<file path="config.mk">
export PLATFORM = sky130hd
export DESIGN_NAME = part_timer
export DESIGN_NICKNAME = d
export VERILOG_FILES = /design/src/shared/part_pkg.sv /design/src/design/part_timer.sv /design/src/design/part_pwm_chan.sv
export VERILOG_INCLUDE_DIRS = /design/src /design/src/shared
export SDC_FILE = /design/constraint.sdc
export NUM_CORES = 1
export LEC_CHECK = 0
export BUFFER_PORTS_ARGS = -buffer_cell sky130_fd_sc_hd__buf_2
export CAP_MARGIN = 20
export CORE_ASPECT_RATIO = 0.5
export CORE_MARGIN = 2
export CORE_UTILIZATION = 49
export DETAILED_ROUTE_END_ITERATION = 12
export PLACE_DENSITY = 0.77
export SLEW_MARGIN = 20
export SYNTH_ARGS = -nofsm -noshare
export SYNTH_HDL_FRONTEND = slang
export SYNTH_SLANG_ARGS = --single-unit
</file>
<file path="constraint.sdc">
create_clock -name core_clk_i -period 2.2 [get_ports core_clk_i]
set_input_delay 0.44 -clock core_clk_i [delete_from_list [all_inputs] [get_ports core_clk_i]]
set_output_delay 0.44 -clock core_clk_i [all_outputs]
set_load 0.02 [all_outputs]
</file>
<file path="src/shared/part_cfg.svh">
`ifndef PART_CFG_SVH
`define PART_CFG_SVH
`define PART_CNT_W      8
`define PART_PRE_W      7
`define PART_TAP_W      3
`define PART_NUM_PWM    4
`define PART_NUM_CAP    2
`define PART_CNT_MAX    8'hFF
`define PART_ZERO8      8'h00
`define PART_ZERO7      7'h00
`define PART_PRE_ONE    7'h01
`endif

</file>
<file path="src/shared/part_pkg.sv">
`default_nettype none
package part_pkg;
    typedef logic [7:0] part_byte_type;
    typedef enum logic {
        PART_EDGE_FALL,
        PART_EDGE_RISE
    } part_edge_type;
endpackage
`default_nettype wire

</file>
<file path="src/design/part_timer.sv">
`timescale 1ns/1ps
`default_nettype none
`include "part_cfg.svh"
// Overview of operation
// Eight-bit counter increments once per prescaler output tick.
// Overflow reloads counter from auto-reload value; prescaler untouched.
// Seven-bit prescaler, tap select picks divide by two to the n.
// Input clock is CPU clock or external clock per select bit.
// Run enable low freezes prescaler and counter.
// Reset clears counter, prescaler, selects CPU clock; here the clock select is an input port that reset does not touch.
// Force reload with run enable loads counter, clears prescaler.
// Counter access write loads counter and clears prescaler.
// Counter readable and writable while counting.
// Prescaler has no software access.
// Four hidden compares loaded from duty registers at overflow.
// Output enable drives channel pin as push-pull output.
// Shared PWM period is counter clock over 256 minus reload.
// Overflow sets polarity level; reaching compare restores opposite.
// Software sets compare above reload for a toggling pin.
// PWM generation stops during halt.
// Overflow sets flag; interrupt when overflow enable set.
// External mode counts 256 minus reload events per overflow.
// Software clears run enable before halt with external clock.
// Selected capture edge copies counter, sets flag, maybe interrupts.
// Capture blocked until value read; read clears flag.
// Capture interrupt pending while flag and enable set.
// Reading control status clears overflow flag.
// Polarity 0 high at or below compare; change immediate.
// Force reload reads as zero.
// Counter access write beats same-cycle increment or reload.
module part_timer (
    input  wire logic                     core_clk_i,
    input  wire logic                     reset_n_i,
    input  wire logic                     ext_clock_select_i,
    input  wire logic [2:0]               prescale_tap_select_i,
    input  wire logic                     counter_run_enable_i,
    input  wire logic                     force_reload_i,
    input  wire logic                     overflow_irq_enable_i,
    input  wire logic                     status_read_i,
    input  wire part_pkg::part_byte_type  auto_reload_reg_i,
    input  wire logic                     counter_write_i,
    input  wire part_pkg::part_byte_type  counter_wdata_i,
    input  wire part_pkg::part_byte_type  duty_cycle_reg0_i,
    input  wire part_pkg::part_byte_type  duty_cycle_reg1_i,
    input  wire part_pkg::part_byte_type  duty_cycle_reg2_i,
    input  wire part_pkg::part_byte_type  duty_cycle_reg3_i,
    input  wire logic [3:0]               channel_output_enable_i,
    input  wire logic [3:0]               channel_polarity_i,
    input  wire logic                     halt_mode_i,
    input  wire logic                     external_event_clock_i,
    input  wire logic [1:0]               capture_input_pin_i,
    input  wire logic [1:0]               capture_edge_select_i,
    input  wire logic [1:0]               capture_irq_enable_i,
    input  wire logic [1:0]               capture_read_i,
    output logic                          force_reload_rd_o,
    output part_pkg::part_byte_type       counter_access_reg_o,
    output logic                          overflow_flag_o,
    output logic                          overflow_irq_o,
    output logic [1:0]                    capture_flag_o,
    output logic [1:0]                    capture_irq_o,
    output part_pkg::part_byte_type       capture_value_reg0_o,
    output part_pkg::part_byte_type       capture_value_reg1_o,
    output logic [3:0]                    pwm_output_pin_o,
    output logic [3:0]                    pwm_output_oe_o
);
    import part_pkg::*;

    // ==========================================
    // Pin synchronisers and edge detection
    logic       ext_s1_q;
    logic       ext_s2_q;
    logic       ext_s3_q;
    logic [1:0] cap_s1_q;
    logic [1:0] cap_s2_q;
    logic [1:0] cap_s3_q;

    always_ff @(posedge core_clk_i) begin
        if (!reset_n_i) begin
            ext_s1_q <= 1'b0;
            ext_s2_q <= 1'b0;
            ext_s3_q <= 1'b0;
            cap_s1_q <= 2'h0;
            cap_s2_q <= 2'h0;
            cap_s3_q <= 2'h0;
        end else begin
            ext_s1_q <= external_event_clock_i;
            ext_s2_q <= ext_s1_q;
            ext_s3_q <= ext_s2_q;
            cap_s1_q <= capture_input_pin_i;
            cap_s2_q <= cap_s1_q;
            cap_s3_q <= cap_s2_q;
        end
    end

    logic ext_rise;
    assign ext_rise = ext_s2_q & ~ext_s3_q;

    // ==========================================
    // Prescaler and counter
    logic [6:0]    pre_q;
    logic [6:0]    pre_d;
    part_byte_type cnt_q;
    part_byte_type cnt_d;
    logic          ovf_q;
    logic          ovf_d;
    logic          ovf_evt_q;
    logic          ovf_evt_d;
    logic          in_tick;
    logic          cnt_tick;
    logic [7:0]    pre_next;
    logic          wrap;

    // External clock is one tick per synchronised rising edge
    assign in_tick = ext_clock_select_i ? ext_rise : 1'b1;

    always_comb begin
        pre_d     = pre_q;
        cnt_d     = cnt_q;
        ovf_evt_d = 1'b0;
        cnt_tick  = 1'b0;
        pre_next  = {1'b0, pre_q} + 8'h01;
        // Tick when all bits below the tap wrap to zero: divide by 2^n
        wrap      = 1'b1;
        for (int i = 0; i < `PART_PRE_W; i++) begin
            if (i < int'(prescale_tap_select_i) && pre_next[i] != 1'b0) begin
                wrap = 1'b0;
            end
        end
        if (counter_run_enable_i && in_tick) begin
            pre_d    = pre_next[6:0];
            cnt_tick = wrap;
        end
        if (cnt_tick) begin
            if (cnt_q == `PART_CNT_MAX) begin
                cnt_d     = auto_reload_reg_i;
                ovf_evt_d = 1'b1;
            end else begin
                cnt_d = cnt_q + 8'h01;
            end
        end
        if (force_reload_i && counter_run_enable_i) begin
            cnt_d = auto_reload_reg_i;
            pre_d = `PART_ZERO7;
        end
        if (counter_write_i) begin
            cnt_d     = counter_wdata_i;
            pre_d     = `PART_ZERO7;
            ovf_evt_d = 1'b0;
        end
        // Set wins over a same-cycle status read clear
        ovf_d = ovf_q;
        if (status_read_i) begin
            ovf_d = 1'b0;
        end
        if (ovf_evt_d) begin
            ovf_d = 1'b1;
        end
    end

    always_ff @(posedge core_clk_i) begin
        if (!reset_n_i) begin
            pre_q     <= `PART_ZERO7;
            cnt_q     <= `PART_ZERO8;
            ovf_q     <= 1'b0;
            ovf_evt_q <= 1'b0;
        end else begin
            pre_q     <= pre_d;
            cnt_q     <= cnt_d;
            ovf_q     <= ovf_d;
            ovf_evt_q <= ovf_evt_d;
        end
    end

    // ==========================================
    // Input capture
    part_byte_type cap_q [2];
    part_byte_type cap_d [2];
    logic [1:0]    cf_q;
    logic [1:0]    cf_d;

    always_comb begin
        for (int c = 0; c < `PART_NUM_CAP; c++) begin
            cap_d[c] = cap_q[c];
            cf_d[c]  = cf_q[c];
            if (capture_read_i[c]) begin
                cf_d[c] = 1'b0;
            end
            // Capture lost if it coincides with the read; the old value was read
            if (!cf_q[c] &&
                ((capture_edge_select_i[c] == PART_EDGE_RISE)
                    ? (cap_s2_q[c] & ~cap_s3_q[c])
                    : (~cap_s2_q[c] & cap_s3_q[c]))) begin
                cap_d[c] = cnt_q;
                cf_d[c]  = 1'b1;
            end
        end
    end

    always_ff @(posedge core_clk_i) begin
        if (!reset_n_i) begin
            cap_q[0] <= `PART_ZERO8;
            cap_q[1] <= `PART_ZERO8;
            cf_q     <= 2'h0;
        end else begin
            cap_q[0] <= cap_d[0];
            cap_q[1] <= cap_d[1];
            cf_q     <= cf_d;
        end
    end

    // ==========================================
    // PWM channels
    part_byte_type duty [4];
    assign duty[0] = duty_cycle_reg0_i;
    assign duty[1] = duty_cycle_reg1_i;
    assign duty[2] = duty_cycle_reg2_i;
    assign duty[3] = duty_cycle_reg3_i;

    for (genvar g = 0; g < `PART_NUM_PWM; g++) begin : g_pwm
        part_pwm_chan u_chan (
            .core_clk_i (core_clk_i),
            .reset_n_i  (reset_n_i),
            .duty_i     (duty[g]),
            .count_i    (cnt_q),
            .overflow_i (ovf_evt_d),
            .polarity_i (channel_polarity_i[g]),
            .enable_i   (channel_output_enable_i[g]),
            .halt_i     (halt_mode_i),
            .pwm_o      (pwm_output_pin_o[g]),
            .pwm_oe_o   (pwm_output_oe_o[g])
        );
    end

    // ==========================================
    // Registered outputs
    logic irq_ovf_q;
    logic [1:0] irq_cap_q;

    always_ff @(posedge core_clk_i) begin
        if (!reset_n_i) begin
            irq_ovf_q <= 1'b0;
            irq_cap_q <= 2'h0;
        end else begin
            irq_ovf_q <= ovf_d & overflow_irq_enable_i;
            irq_cap_q <= cf_d & capture_irq_enable_i;
        end
    end

    // Counter visible live; prescaler has no port at all
    assign counter_access_reg_o = cnt_q;
    assign force_reload_rd_o    = 1'b0;
    assign overflow_flag_o      = ovf_q;
    assign overflow_irq_o       = irq_ovf_q;
    assign capture_flag_o       = cf_q;
    assign capture_irq_o        = irq_cap_q;
    assign capture_value_reg0_o = cap_q[0];
    assign capture_value_reg1_o = cap_q[1];

    // ==========================================
    // Assertions
    AST_RESET_CLEAR: assert property (@(posedge core_clk_i)
        !reset_n_i |=> cnt_q == `PART_ZERO8 && pre_q == `PART_ZERO7 && !ovf_q)
        else $error("reset did not clear the counter");
    AST_WRITE_WINS: assert property (@(posedge core_clk_i) disable iff (!reset_n_i)
        counter_write_i |=> cnt_q == $past(counter_wdata_i) && pre_q == `PART_ZERO7)
        else $error("counter write not taken");
    AST_STOP_FREEZE: assert property (@(posedge core_clk_i) disable iff (!reset_n_i)
        !counter_run_enable_i && !counter_write_i |=> $stable(cnt_q) && $stable(pre_q))
        else $error("counter moved while stopped");
    AST_RELOAD: assert property (@(posedge core_clk_i) disable iff (!reset_n_i)
        cnt_tick && cnt_q == `PART_CNT_MAX && !counter_write_i && !force_reload_i
        |=> cnt_q == $past(auto_reload_reg_i) && ovf_q)
        else $error("overflow reload wrong");
    AST_PRE_KEEP: assert property (@(posedge core_clk_i) disable iff (!reset_n_i)
        cnt_tick && cnt_q == `PART_CNT_MAX && !counter_write_i && !force_reload_i
        |=> pre_q == $past(pre_q) + `PART_PRE_ONE)
        else $error("prescaler disturbed by reload");
    AST_INC: assert property (@(posedge core_clk_i) disable iff (!reset_n_i)
        cnt_tick && cnt_q != `PART_CNT_MAX && !counter_write_i && !force_reload_i
        |=> cnt_q == $past(cnt_q) + 8'h01)
        else $error("counter did not increment");
    AST_FORCE: assert property (@(posedge core_clk_i) disable iff (!reset_n_i)
        force_reload_i && counter_run_enable_i && !counter_write_i
        |=> cnt_q == $past(auto_reload_reg_i) && pre_q == `PART_ZERO7)
        else $error("force reload failed");
    AST_DIV1: assert property (@(posedge core_clk_i) disable iff (!reset_n_i)
        counter_run_enable_i && !ext_clock_select_i && prescale_tap_select_i == 3'h0
        |-> cnt_tick)
        else $error("divide by one missed a tick");
    AST_EXT_ONLY: assert property (@(posedge core_clk_i) disable iff (!reset_n_i)
        ext_clock_select_i && !ext_rise |-> !cnt_tick)
        else $error("tick without external edge");
    AST_OVF_CLR: assert property (@(posedge core_clk_i) disable iff (!reset_n_i)
        status_read_i && !ovf_evt_d |=> !ovf_q)
        else $error("overflow flag not cleared");
    AST_OVF_SRC: assert property (@(posedge core_clk_i) disable iff (!reset_n_i)
        $rose(ovf_q) |-> $past(cnt_q) == `PART_CNT_MAX)
        else $error("overflow flag without wrap");
    AST_OVF_IRQ: assert property (@(posedge core_clk_i) disable iff (!reset_n_i)
        ovf_q && overflow_irq_enable_i && !status_read_i |=> overflow_irq_o)
        else $error("overflow irq missing");
    AST_OVF_QUIET: assert property (@(posedge core_clk_i) disable iff (!reset_n_i)
        !overflow_irq_enable_i |=> !overflow_irq_o)
        else $error("overflow irq while disabled");
    AST_CAP_TAKE: assert property (@(posedge core_clk_i) disable iff (!reset_n_i)
        !cf_q[0] && capture_edge_select_i[0] == PART_EDGE_RISE && cap_s2_q[0] && !cap_s3_q[0]
        |=> cf_q[0] && cap_q[0] == $past(cnt_q))
        else $error("rising capture missed");
    AST_CAP_FALL: assert property (@(posedge core_clk_i) disable iff (!reset_n_i)
        !cf_q[1] && capture_edge_select_i[1] == PART_EDGE_FALL && !cap_s2_q[1] && cap_s3_q[1]
        |=> cf_q[1] && cap_q[1] == $past(cnt_q))
        else $error("falling capture missed");
    AST_CAP_CLR: assert property (@(posedge core_clk_i) disable iff (!reset_n_i)
        cf_q[0] && capture_read_i[0] |=> !cf_q[0])
        else $error("capture read did not clear flag");
    AST_CAP_BLOCK: assert property (@(posedge core_clk_i) disable iff (!reset_n_i)
        cf_q[0] |=> $stable(cap_q[0]))
        else $error("capture overwritten");
    AST_CAP_BLOCK1: assert property (@(posedge core_clk_i) disable iff (!reset_n_i)
        cf_q[1] |=> $stable(cap_q[1]))
        else $error("second capture overwritten");
    AST_CAP_IRQ: assert property (@(posedge core_clk_i) disable iff (!reset_n_i)
        cf_q[1] && capture_irq_enable_i[1] && !capture_read_i[1] |=> capture_irq_o[1])
        else $error("capture irq not pending");
    AST_CAP_IRQ0: assert property (@(posedge core_clk_i) disable iff (!reset_n_i)
        cf_q[0] && capture_irq_enable_i[0] && !capture_read_i[0] |=> capture_irq_o[0])
        else $error("first capture irq not pending");
    AST_CAP_IRQ_OFF: assert property (@(posedge core_clk_i) disable iff (!reset_n_i)
        !capture_irq_enable_i[0] |=> !capture_irq_o[0])
        else $error("capture irq while disabled");
    AST_OE: assert property (@(posedge core_clk_i) disable iff (!reset_n_i)
        reset_n_i |=> pwm_output_oe_o == $past(channel_output_enable_i))
        else $error("output enable not followed");
    AST_HALT_HOLD: assert property (@(posedge core_clk_i) disable iff (!reset_n_i)
        halt_mode_i |=> $stable(pwm_output_pin_o))
        else $error("pwm moved during halt");
    AST_FR_ZERO: assert property (@(posedge core_clk_i) disable iff (!reset_n_i)
        !force_reload_rd_o)
        else $error("force reload read nonzero");

    // ==========================================
    // Coverage
    COV_OVF: cover property (@(posedge core_clk_i) disable iff (!reset_n_i) ovf_evt_q);
    COV_HALT: cover property (@(posedge core_clk_i) disable iff (!reset_n_i) halt_mode_i && ovf_evt_q);
    COV_CAP: cover property (@(posedge core_clk_i) disable iff (!reset_n_i) cf_q[0] && cf_q[1]);
    COV_EXT: cover property (@(posedge core_clk_i) disable iff (!reset_n_i)
        ext_clock_select_i && cnt_tick);
    COV_WR: cover property (@(posedge core_clk_i) disable iff (!reset_n_i)
        counter_write_i && cnt_tick);
endmodule
`default_nettype wire

</file>
<file path="src/design/part_pwm_chan.sv">
`timescale 1ns/1ps
`default_nettype none
`include "part_cfg.svh"
// ==========================================
// One PWM channel: hidden compare plus output level
module part_pwm_chan (
    input  wire logic                  core_clk_i,
    input  wire logic                  reset_n_i,
    input  wire part_pkg::part_byte_type duty_i,
    input  wire part_pkg::part_byte_type count_i,
    input  wire logic                  overflow_i,
    input  wire logic                  polarity_i,
    input  wire logic                  enable_i,
    input  wire logic                  halt_i,
    output logic                       pwm_o,
    output logic                       pwm_oe_o
);
    import part_pkg::*;

    part_byte_type cmp_q;
    part_byte_type cmp_d;
    logic          pwm_q;
    logic          pwm_d;
    logic          oe_q;
    logic          oe_d;

    always_comb begin
        cmp_d = cmp_q;
        if (overflow_i) begin
            cmp_d = duty_i;
        end
        // Level follows count vs compare, so a polarity change shows at once
        if (halt_i) begin
            pwm_d = pwm_q;
        end else begin
            pwm_d = (count_i <= cmp_q) ? ~polarity_i : polarity_i;
        end
        oe_d = enable_i;
    end

    always_ff @(posedge core_clk_i) begin
        if (!reset_n_i) begin
            cmp_q <= `PART_ZERO8;
            pwm_q <= 1'b0;
            oe_q  <= 1'b0;
        end else begin
            cmp_q <= cmp_d;
            pwm_q <= pwm_d;
            oe_q  <= oe_d;
        end
    end

    assign pwm_o    = pwm_q;
    assign pwm_oe_o = oe_q;
endmodule
`default_nettype wire

</file>
## Word-level counts from Yosys, hierarchy flattened

Memory sizes are Yosys's and may differ from the RTL's.
Index checks and enable logic that the tools add are counted.
Widths: inputs -> output; s select.

- Bits in registers: 70
- Bits in latches: 0
- Bits in writable memories: 16
- Bits in read-only memories: 0
- Input port bits: 77
- Output and inout port bits: 39
- Logic and storage cells: 107
- Memories: 1

- Add/sub/neg operators: 2
- Multipliers: 0
- Div/mod/pow operators: 0
- Order comparisons: 11
- Equality and inequality tests: 1
- Shifts and indexed selects: 0
- Muxes and demuxes: 34
- Bitwise gates (word level): 19
- Reductions and logical operators: 15

Memory list:

| memory | words | bits a word | read ports | clocked after memory_dff | wr ports | line | RTL |
|---|---|---|---|---|---|---|---|
| cap_q | 2 | 8 | 2 | 0 | 2 | part_timer.sv:176 | `part_byte_type cap_q [2];` |

Operator list:

| operator | count |
|---|---|
| $mux 8 | 8 |
| $le 8x8->1 | 4 |
| $mux 1 | 26 |
| $logic_and 1x1->1 | 11 |
| $not 1->1 | 10 |
| $lt 3x3->1 const A | 3 |
| $add 8x1->8 const B | 1 |
| $eq 8x8->1 const B | 1 |
| $add 7x1->7 const B | 1 |
| $and 1x1->1 | 6 |
| $lt 1x3->1 const A | 2 |
| $lt 2x3->1 const A | 2 |
| $reduce_bool 3->1 | 1 |
| $reduce_or 3->1 | 1 |
| $and 2x2->2 | 1 |
| $logic_not 1->1 | 2 |
| $or 1x1->1 | 2 |

## Longest topological paths before layout

Gate-level depths: netlist (run 1).

- Depth in word-level cells: 14
- Depth in mapped cells: 8
- Depth with buffers taken out: 7

## Cells and area by module

Synthesis (run 1) repeated with hierarchy kept, for this count alone.

- Cell total of the unflattened synthesis: 485
- Area total of the unflattened synthesis: 4505.6 um2

By module, submodules not included:

| module | times used | cells each | area an instance (um2) | seq. area each (um2) |
|---|---|---|---|---|
| part_pwm_chan | 4 | 63 | 576.8 | 200.2 |
| part_timer | 1 | 233 | 2198.4 | 920.9 |

## Worst setup path before layout (run 1)

Ideal clock, no wire load.

- Path kind: register to register
- From: register cnt_q[1] (netlist: counter_access_reg_o[1])
- To: register cnt_q[0] (netlist: counter_access_reg_o[0])
- Library setup time: 0.140 ns
- Arrival time: 1.970 ns
- Data required time: 2.060 ns
- Setup slack: 0.089 ns
- Stages on the path, launching flop included: 8
- Path buffers: 1
- Period minus slack after synthesis: 2.111 ns
- Cells stage by stage: dfxtp_1 -> ha_1 -> nand3_1 -> o21ai_0 -> clkbuf_8 -> nor2_1 -> o311ai_0 -> mux2i_1

- Cells in the longest elaborated chain, start to end: 5

RTL lines:

| what | line | RTL |
|---|---|---|
| start: declaration | part_timer.sv:102 | `part_byte_type cnt_q;` |
| start signal: assignment | part_timer.sv:163 | `` cnt_q <= `PART_ZERO8; `` |
| start signal: assignment | part_timer.sv:168 | `cnt_q <= cnt_d;` |
| $eq 8x8->1 (no source line) | -- |  |
| $mux 8 | part_timer.sv:134 | `` if (cnt_q == `PART_CNT_MAX) begin `` |
| $mux 8 | part_timer.sv:133 | `if (cnt_tick) begin` |
| $mux 8 | part_timer.sv:141 | `if (force_reload_i && counter_run_enable_i) begin` |
| $mux 8 | part_timer.sv:145 | `if (counter_write_i) begin` |

Every way passes these cells. The select of a mux whose other input is x is not followed.
A chain may end at the register's enable or synchronous reset.

## Worst setup path in the final report (run 1)

- From: register pre_q[1]
- To: register g_pwm[0].u_chan.cmp_q[4]

- Cells in the longest elaborated chain, start to end: 11
- Elaborated cells between the ends (all ways): 16
- Classes of those cells: add/sub: 1; mux: 9; reduce/logical: 6

RTL lines:

| what | line | RTL |
|---|---|---|
| start: declaration | part_timer.sv:100 | `logic [6:0] pre_q;` |
| start signal: assignment | part_timer.sv:162 | `` pre_q <= `PART_ZERO7; `` |
| start signal: assignment | part_timer.sv:167 | `pre_q <= pre_d;` |
| $add 7x1->7 | part_timer.sv:121 | `pre_next = {1'b0, pre_q} + 8'h01;` |
| net pre_next[1] | part_timer.sv:110 | `logic [7:0] pre_next;` |
| $logic_and 1x1->1 | part_timer.sv:125 | `if (i < int'(prescale_tap_select_i) && pre_next[i] != 1'b0) begin` |
| $mux 1 (6 in a row) | part_timer.sv:125 |  |
| $mux 1 | part_timer.sv:129 | `if (counter_run_enable_i && in_tick) begin` |
| $mux 1 | part_timer.sv:133 |  |
| $mux 1 | part_timer.sv:145 |  |
| end signal: assignment | part_pwm_chan.sv:43 | `` cmp_q <= `PART_ZERO8; `` |
| end signal: assignment | part_pwm_chan.sv:47 | `cmp_q <= cmp_d;` |
| end: declaration | part_pwm_chan.sv:20 | `part_byte_type cmp_q;` |

The timed path passes the listed nets, and every way through them passes these cells.

==> results of run 1 <==
## registers in the layout (all words and copies together), names as in the netlist, 4 cells and up
name and count:
g_pwm.u_chan.pwm_oe_o 4, g_pwm.u_chan.pwm_o 4, counter_access_reg_o 8, pre_q 7
g_pwm.u_chan.cmp_q 32, cap_q 16
## report_power, final
group	internal, mW	switching (mW)	total, mW
combinational	0.274	0.327	0.601
sequential	1.60	0.0311	1.63
clock	0.770	0.630	1.40
## cell type report
class,instances,share of cell area [%]
multi-input combinational,375,45.54
sequential,86,29.84
timing repair buffer,140,14.62
clock buffer,10,3.957
tap,135,2.919
inverter,36,2.335
clock inverter,6,0.8000
## synth_stat cells, types with 6 or more instances
cell and number:
buf_4 10, mux2i_1 57, o211ai_1 10, o21ai_0 12, xnor2_1 8, and2_1 15
o21a_1 6, nor2b_1 25, a21oi_1 14, nand3_1 14, inv_1 36, nand2_1 93
clkbuf_1 10, nor2_1 21, and3_1 6, nor3_1 8, clkbuf_8 6, dfxtp_1 86
ha_1 34
## placed cells by master, fill, tap and decap left out, drive strengths merged, types with 8 or more instances in the layout
cell type,Yosys,routed
a21oi,14,14
and2,17,17
buf,15,137
clkbuf,16,13
dfxtp,86,86
ha,34,34
inv,36,37
mux2i,57,57
nand2,93,93
nand3,14,14
nor2,21,21
nor2b,25,25
nor3,8,8
o211ai,10,10
o21ai,13,13
xnor2,8,8
## per-layer routing
metal / GRT usage [%] / vias to the layer above / part of all wire, %
li1: - / 2030 / -
met1: 25.40 / 1801 / 46
met2: 34.45 / 92 / 47
met3: 4.889 / 11 / 5.6
met4: 7.734 / 0 / 1.4
met5: 0 / - / 0
## repair_timing
action	CTS	global route
pin swaps	0	4
resized for setup	1	7
endpoints found under the setup margin	2	28
cloned	0	3
## worst min-delay path by stage
stage                                        from                to  cells after the start
after floorplan                       cap_s1_q[0]       cap_s2_q[0]                      1
after global placement                cap_s1_q[1]       cap_s2_q[1]                      1
after detailed placement              cap_s1_q[0]       cap_s2_q[0]                      1
after CTS                 capture_irq_enable_i[1]  capture_irq_o[1]                      2
after global routing      capture_irq_enable_i[1]  capture_irq_o[1]                      2
final                     capture_irq_enable_i[0]  capture_irq_o[0]                      2
## through the flow
step	instances	setup TNS [ns]	cell area, um2	hold WS [ns]
after CTS	785	0	5675	0.2826
after global placement	769	0	5399	0.4134
final	788	0	5787	0.2938
after floorplan	530	0	4750	0.4119
after global routing	788	-1.140	5787	0.2864
after detailed placement	769	-0.01251	5399	0.4200
## logic make-up (layout without fill, tap and decap cells)
group / Yosys count / count (layout) / synth area share (%)
simple gates: 201 / 201 / 20.44
buf+inv: 69 / 192 / 8.983
other cells: 1 / 1 / 0.07895
mux: 59 / 59 / 12.49
flops: 86 / 86 / 36.25
xor+xnor: 12 / 12 / 2.213
fa+ha+maj: 34 / 34 / 8.957
compound gates: 68 / 68 / 10.59
## critical path, stage by stage (launching register included)
cell,delay (ns)
dfxtp_4,0.36
ha_4,0.23
or3_4,0.32
o221a_4,0.13
a2111oi_4,0.29
and4_4,0.40
clkbuf_16,0.20
mux2i_1,0.18
==> results.md, run 1 <==
* Outcome: finished, final reports clean
* Die Height at 73.62 um
* Io pins at 116
* Initial Util at 50.28%
* Top cell type's share of synthesized area at 36.25%
* Later-pin clock latency in the skew report at 0.34 ns
* First-pass GRT wire length at 16,620 um
* Post-Syn Instances at 530
* Clock Sinks at 86
* Synth cell types at 51
* Fillers at 829
* Final WS setup at 0.01368 ns
* Register area at 1727 um2
* Core Region at 9447 um2
* RSZ-0062 raised after global routing: true
* F_max at 457.4 MHz
* Crit path DAT at 2.45 ns
* Reg2reg end: g_pwm[0].u_chan.cmp_q[4]
* Initial antenna violation count at 0
* Rows at 25
* R2R setup slack at 0.01 ns
* Die width at 143.2 um
* Post-Syn Area at 4750 um2
* Gr usage total at 20.29%
* Biggest area consumer among synthesized cells: dfxtp_1
* Crit path capture: g_pwm[0].u_chan.cmp_q[4]
* VDD IR max at 0.0004214 V
* RR Startpoint: pre_q[1]
* Ys Warns at 0
* Worst Setup SP: pre_q[1]
* Power consumption at 3.630 mW
* Worst hold path type: input port to flip-flop
* Vias at 3,934
* LEAKAGE at 2.438 nW
* DRT iter0 DRCs at 219
* Final Setup Violations at 0
* CTS tree: built
* Most used DFF post-synth: dfxtp_1
* Number of global-route vias before repair at 3,562
* PortBufs at 114
* Syn_area_per_cell at 8.961 um2
* Part of the cycle the worst path needs at 99.38%
* Syn nets at 641
* FF-to-FF path depth at 7
* CP Launch Type: flip-flop
* Number of max-cap violations at 0
* Sequential area share after synthesis at 36.25%
* Setup CP Type: flip-flop to flip-flop
* Min Tclk post-route at 2.186 ns
* Pins over their slew limit at 0
* Footprint of the multi-input gates at 2635 um2
* CTS Hold Bufs at 0
* Pre-CTS WS at -0.01251 ns
* Postcts setup bufs at 0
* Drc violations at 0
* First drt pass iteration count at 4
* Via density at 4.992
* Nets at 759
* GRT overflow at 0
* Final hold viol count at 0
* Post-route antenna net violation count at 0
* Die area at 10,540 um2
* Top cells by area, synth: dfxtp_1 (36%), mux2i_1 (12%), ha_1 (9.0%), nand2_1 (7.3%), nor2b_1 (3.3%)
* Worst path required time at 2.47 ns
* Area delta synth->final at 21.84%
* Wirelength per Cell at 13.48 um
* Clk slew on worst S/H paths at 0.06 ns
* PwrDens at 627.4 nW/um2
* Clock Path Buffers at 2
* Worst Clk Skew at 0.007154 ns
* Share of layout cells above drive strength 1 at 26.95%
* CP max FO at 7
* GP Congestion at 0.8158
* Post-synth ARST share at 0%
* Type of destination of the critical path: flip-flop
* Register bit total from synthesis at 86
* Largest net degree at the start of global routing at 34
* DP HPWL at 7486 um
* Post-Route WL at 10,620 um
* Clk root buf: clkbuf_16
* Post-synth EDFFs at 0
* Antenna diode count at 0
* TritonCTS Buffers at 9
* Util after Layout at 61.26%
* # H-tree levels at 3
No activity file was read; power rests on OpenSTA's default activity.
==> run 2: changes to the inputs <==
PLACE_DENSITY = 0.86   (was 0.77)
==> run 2 against run 1 <==
  * Sequential power about the same
  * Critical path type unchanged
  * Utilization up 0.81 points
  * First-iteration DRC count increased by 50%
  * Largest cell class unchanged
  * Worst hold slack got worse by 0.0014 ns
  * Combinational power is 4.2% higher
  * Global-route usage grew 3.5 points
  * Highest routed layer unchanged
==> results.md, run 2 (synthesized netlist as in run 1, its figures left out) <==
* Die area at 10,540 um2 (unchanged)
* Worst Setup SP: counter_access_reg_o[1]
* Io pins at 116 (unchanged)
* Setup CP Type: flip-flop to flip-flop
* RSZ-0062 raised after global routing: true
* Outcome: finished, final reports clean
* Biggest register: g_pwm.u_chan.cmp_q
* Antenna diode count at 0 (unchanged)
* Largest net degree at the start of global routing at 78 (+130%)
* Fin cells at 790 (+0.25%)
* RR Startpoint: counter_access_reg_o[1]
* Fillers at 787 (-5.1%)
* Via density at 5.256 (+5.3%)
* LEAKAGE at 2.480 nW (+1.7%)
* Max FFs per register at 32 (unchanged)
* VDD IR max at 0.0004389 V (+4.2%)
* Number of max-cap violations at 0 (unchanged)
* Final WS setup at 0.04774 ns (+0.03406 ns)
* Clock Sinks at 86 (unchanged)
* Worst hold path type: input port to flip-flop
* Min Tclk post-route at 2.152 ns (-0.03406 ns)
* Rows at 25 (unchanged)
* Later-pin clock latency in the skew report at 0.35 ns (about the same)
* Die Height at 73.62 um (unchanged)
* Type of destination of the critical path: flip-flop
* GP Congestion at 0.8477 (+3.9%)
* Wirelength per Cell at 15.21 um (+13%)
* Most frequent cells in the layout: buf_2 (113), nand2_1 (93), dfxtp_1 (84)
* DP HPWL at 7883 um (+5.3%)
* Final hold viol count at 0 (unchanged)
* Pre-CTS WS at -0.05981 ns (-0.04730 ns)
* # H-tree levels at 3 (unchanged)
* Post-route antenna net violation count at 0 (unchanged)
* Area delta synth->final at 23.45%
* Core Region at 9447 um2 (unchanged)
* Crit path capture: g_pwm[0].u_chan.pwm_o
* DRT iter0 DRCs at 328 (+50%)
* F_max at 464.6 MHz (+1.6%)
* CTS Hold Bufs at 0 (unchanged)
* Nets at 761 (+0.26%)
* Cells after DPL at 766 (-0.39%)
* Final Setup Violations at 0 (unchanged)
* First drt pass iteration count at 5 (+1)
* Number of global-route vias before repair at 4,072 (+14%)
* Post-Route WL at 12,020 um (+13%)
* Initial Util at 50.28% (unchanged)
* FF-to-FF path depth at 7 (unchanged)
* Gr usage total at 23.74% (+3.5 points)
* CP max FO at 9 (+2)
* Util after Layout at 62.07% (+0.81 points)
* Most common cell after layout, fill and taps aside: buf_2
* Vias at 4,152 (+5.5%)
* Finished Cell Area at 5863 um2 (+1.3%)
* GRT overflow at 0 (unchanged)
* Part of the cycle the worst path needs at 97.83% (-1.5 points)
* PwrDens at 673.9 nW/um2 (+7.4%)
* R2R setup slack at 0.05 ns (+0.03 ns)
* Clock Path Buffers at 2 (unchanged)
* Worst Clk Skew at 0.005824 ns (-0.001330 ns)
* Die width at 143.2 um (unchanged)
* Initial antenna violation count at 0 (unchanged)
* PortBufs at 114 (unchanged)
* Clk root buf: clkbuf_16
* Drc violations at 0 (unchanged)
* Post-DP Area at 5376 um2 (-0.42%)
* First-pass GRT wire length at 19,350 um (+16%)
* Pins over their slew limit at 0 (unchanged)
* CP Launch Type: flip-flop
* Share of layout cells above drive strength 1 at 27.18% (+0.22 points)
* Crit path DAT at 2.36 ns (-0.09 ns)
* TritonCTS Buffers at 9 (unchanged)
* Reg2reg end: g_pwm[0].u_chan.pwm_o
* Clk slew on worst S/H paths at 0.07 ns (about the same)
* Worst path required time at 2.40 ns (-0.07 ns)
* CTS tree: built
-- run 2: cell types whose count changed in the layout (fill, tap and decap cells not counted), sizes merged --
| cell | before | now |
|---|---|---|
| buf | 137 | 142 |
| bufinv | 0 | 2 |
| clkbuf | 13 | 10 |
| clkinv | 3 | 0 |
| inv | 37 | 38 |
-- run 2: layout make-up --
type | instances | area (um2) | area share [%]
Tap cell | 135 | 168.9 | 2.881
Clock inverter | 6 | 92.59 | 1.579
Timing Repair Buffer | 142 | 873.3 | 14.90
Clock buffer | 10 | 239.0 | 4.076
Multi-Input combinational cell | 375 | 2630 | 44.86
Sequential cell | 86 | 1724 | 29.41
Inverter | 36 | 135.1 | 2.305
-- run 2: routing by layer --
metal / routed length (um) / track usage (%) / up-vias
li1: - / - / 2041
met3: 845 / 7.106 / 34
met1: 4944 / 27.40 / 1930
met5: 0 / 0 / -
met4: 357 / 11.44 / 0
met2: 5872 / 41.10 / 147
-- run 2: worst max-delay path, cell delays in order, from the launching register on --
cell and delay, ns:
dfxtp_1 0.37, buf_4 0.23, ha_1 0.27, and3_1 0.19, a221o_1 0.36, a21oi_1 0.26
o21ai_0 0.17, o311ai_0 0.15
-- run 2: repair_timing --
| action | in CTS | in global routing |
|---|---|---|
| setup buffers | 5 | 1 |
| resized for setup | 8 | 1 |
| endpoints found under the setup margin | 33 | 30 |
| pin swaps | 4 | 2 |
| cloned | 3 | 0 |
-- run 2: where the power goes --
group,switching [mW],internal (mW)
combinational,0.347,0.278
sequential,0.0328,1.60
clock,0.660,1.03
-- run 2: through the flow --
step / TNS (ns) / power (mW) / hold WS [ns]
finish: 0 / 3.951 / 0.2924
floorplan: 0 / 2.070 / 0.4119
CTS: -0.2168 / 3.947 / 0.2898
detailed placement: -1.412 / 2.263 / 0.4228
global placement: 0 / 2.243 / 0.4139
global route: -0.01015 / 4.103 / 0.2931
-- run 2: how the worst min path moves through the flow --
stage / depth (start not counted) / end / slack [ns] / start
after CTS: 2 / g_pwm[3].u_chan.pwm_oe_o / 0.29 / channel_output_enable_i[3]
after detailed placement: 1 / ext_s2_q / 0.42 / ext_s1_q
after global placement: 1 / ext_s2_q / 0.41 / ext_s1_q
after floorplan: 1 / cap_s2_q[0] / 0.41 / cap_s1_q[0]
after global routing: 2 / g_pwm[1].u_chan.pwm_oe_o / 0.29 / channel_output_enable_i[1]
final: 2 / g_pwm[3].u_chan.pwm_oe_o / 0.29 / channel_output_enable_i[3]
==> run 3: changes to the inputs <==
PLACE_DENSITY = default   (was 0.86)
PLACE_DENSITY_LB_ADDON = 0.08   (was default)
==> run 3 against run 2 <==
  * Register-to-register slack worse by 0.03 ns
  * Largest cell class unchanged
  * Largest power group unchanged
  * Total power down 1.6%
  * Sequential power about the same
  * Worst hold slack better by 0.012 ns
  * Global-route usage down 4.0 points
  * Design area down 0.41%
  * Critical endpoint is now g_pwm[3].u_chan.cmp_q[4]
  * Combinational power down 5.6%
  * Count of clock-buffer cells in the layout down 1
  * Die area unchanged
==> results.md, run 3 (synthesized netlist as in run 1, its figures left out) <==
* Outcome: finished, final reports clean
* Worst path required time at 2.46 ns (+0.06 ns)
* Rows at 25 (unchanged)
* Post-route antenna net violation count at 0 (unchanged)
* Number of global-route vias before repair at 3,517 (-14%)
* Util after Layout at 61.81% (-0.25 points)
* Post-Route WL at 10,450 um (-13%)
* Initial Util at 50.28% (unchanged)
* Crit path DAT at 2.44 ns (+0.08 ns)
* Most common cell after layout, fill and taps aside: buf_2
* Worst hold path type: input port to flip-flop
* Fin cells at 790 (unchanged)
* Clock Path Buffers at 2 (unchanged)
* Gr usage total at 19.70% (-4.0 points)
* Pins over their slew limit at 0 (unchanged)
* Die Height at 73.62 um (unchanged)
* CP Launch Type: flip-flop
* Io pins at 116 (unchanged)
* Clock Sinks at 86 (unchanged)
* Core Region at 9447 um2 (unchanged)
* Clk root buf: clkbuf_16
* TritonCTS Buffers at 9 (unchanged)
* Crit path largest cell delay at 0.39 ns (+0.02 ns)
* Largest net degree at the start of global routing at 56 (-28%)
* Max Used Layer: met5
* Nets at 761 (unchanged)
* Min Tclk post-route at 2.183 ns (+0.03024 ns)
* Slowest CP cell: and4_4
* Setup CP Type: flip-flop to flip-flop
* Via density at 4.942 (-6.0%)
* Drc violations at 0 (unchanged)
* Initial antenna violation count at 1 (+1)
* First-pass GRT wire length at 16,300 um (-16%)
* DRT iter0 DRCs at 150 (-54%)
* DP HPWL at 7446 um (-5.5%)
* Worst Clk Skew at 0.008455 ns (+0.002630 ns)
* F_max at 458.2 MHz (-1.4%)
* # H-tree levels at 3 (unchanged)
* Most frequent cells in the layout: buf_2 (113), nand2_1 (93), dfxtp_1 (83)
* RSZ-0062 raised after global routing: true
* GP Congestion at 0.8033 (-5.2%)
* GRT overflow at 0 (unchanged)
* Biggest register: g_pwm.u_chan.cmp_q
* LEAKAGE at 2.479 nW (about the same)
* Max FFs per register at 32 (unchanged)
* Fillers at 881 (+12%)
* Wl on met1 at 5422 um (+9.7%)
* FF-to-FF path depth at 7 (unchanged)
* Hold path depth at 2 (unchanged)
* CTS tree: built
* Met3 WL at 493 um (-42%)
* Share of layout cells above drive strength 1 at 27.18% (unchanged)
* Number of max-cap violations at 0 (unchanged)
* Cells after DPL at 770 (+0.52%)
* Area delta synth->final at 22.95%
* Die width at 143.2 um (unchanged)
* Met2 wire len at 4453 um (-24%)
* VDD IR max at 0.0004365 V (-0.55%)
* PwrDens at 665.7 nW/um2 (-1.2%)
* Type of destination of the critical path: flip-flop
* Antenna diode count at 0 (unchanged)
* Die area at 10,540 um2 (unchanged)
* Later-pin clock latency in the skew report at 0.33 ns (-0.02 ns)
* PortBufs at 114 (unchanged)
* Clk slew on worst S/H paths at 0.07 ns (about the same)
* Final hold viol count at 0 (unchanged)
* Vias at 3,904 (-6.0%)
* Part of the cycle the worst path needs at 99.20% (+1.4 points)
* CP max FO at 15 (+6)
* Wirelength per Cell at 13.22 um (-13%)
* CP Cell Sequence: ha_4 > or3_1 > o221a_4 > a2111oi_4 > and4_4 > buf_12 > mux2i_1
* First drt pass iteration count at 4 (-1)
* Final Setup Violations at 0 (unchanged)
[run 3: worst max-delay path, delay by kind of cell, from the launching register on]
family / cells / cell delay (ns)
compound gates: 2 / 0.37
mux: 1 / 0.20
flops: 1 / 0.34
fa+ha+maj: 1 / 0.23
simple gates: 2 / 0.77
buf+inv: 1 / 0.19
[run 3: repair_timing]
| action | in CTS | in global routing |
|---|---|---|
| resized for setup | 1 | 5 |
| buffers inserted | 0 | 2 |
| pin swaps | 0 | 1 |
| setup endpoints to repair | 27 | 33 |
| hold buffers | 0 | 0 |
| cloned | 0 | 2 |
[run 3: path summary, 6_finish.rpt]
check,startpoint,endpoint,slack (ns)
max,pre_q[0],g_pwm[3].u_chan.cmp_q[4],0.02
min,capture_irq_enable_i[1],capture_irq_o[1],0.30
max reg2reg,pre_q[0],g_pwm[3].u_chan.cmp_q[4],0.02
min reg2reg,cap_s1_q[1],cap_s2_q[1],0.43
[run 3: final cells by class]
class	count	area [um2]	share of cell area (%)
Clock buffer	9	225.2	3.857
Clock inverter	7	103.9	1.778
Inverter	36	135.1	2.314
Multi-Input combinational cell	375	2625	44.95
Sequential cell	86	1725	29.55
Tap cell	135	168.9	2.893
Timing Repair Buffer	142	855.8	14.66
[run 3: stage by stage]
stage	cell area (um2)	setup TNS [ns]	hold slack, ns	setup slack, ns	total power, mW
floorplan	4750	0	0.4119	0.08932	2.070
global placement	5419	0	0.4123	0.02920	2.255
detailed placement	5419	-0.04609	0.4193	-0.008008	2.259
CTS	5749	0	0.2954	0.01838	3.932
global route	5839	-1.503	0.2976	-0.08453	4.057
finish	5839	0	0.3046	0.01750	3.887
[run 3: power breakdown]
group	internal (mW)	switching [mW]	leakage, nW
Sequential	1.60	0.0386	0.699
Combinational	0.272	0.319	1.62
Clock	1.01	0.648	0.161
Total	2.88	1.01	2.48
[run 3: routing by layer]
metal / vias to the layer above / GRT usage (%)
met5: - / 0
met4: 2 / 3.922
met3: 8 / 5.476
met2: 70 / 30.99
met1: 1786 / 27.41
li1: 2038 / -
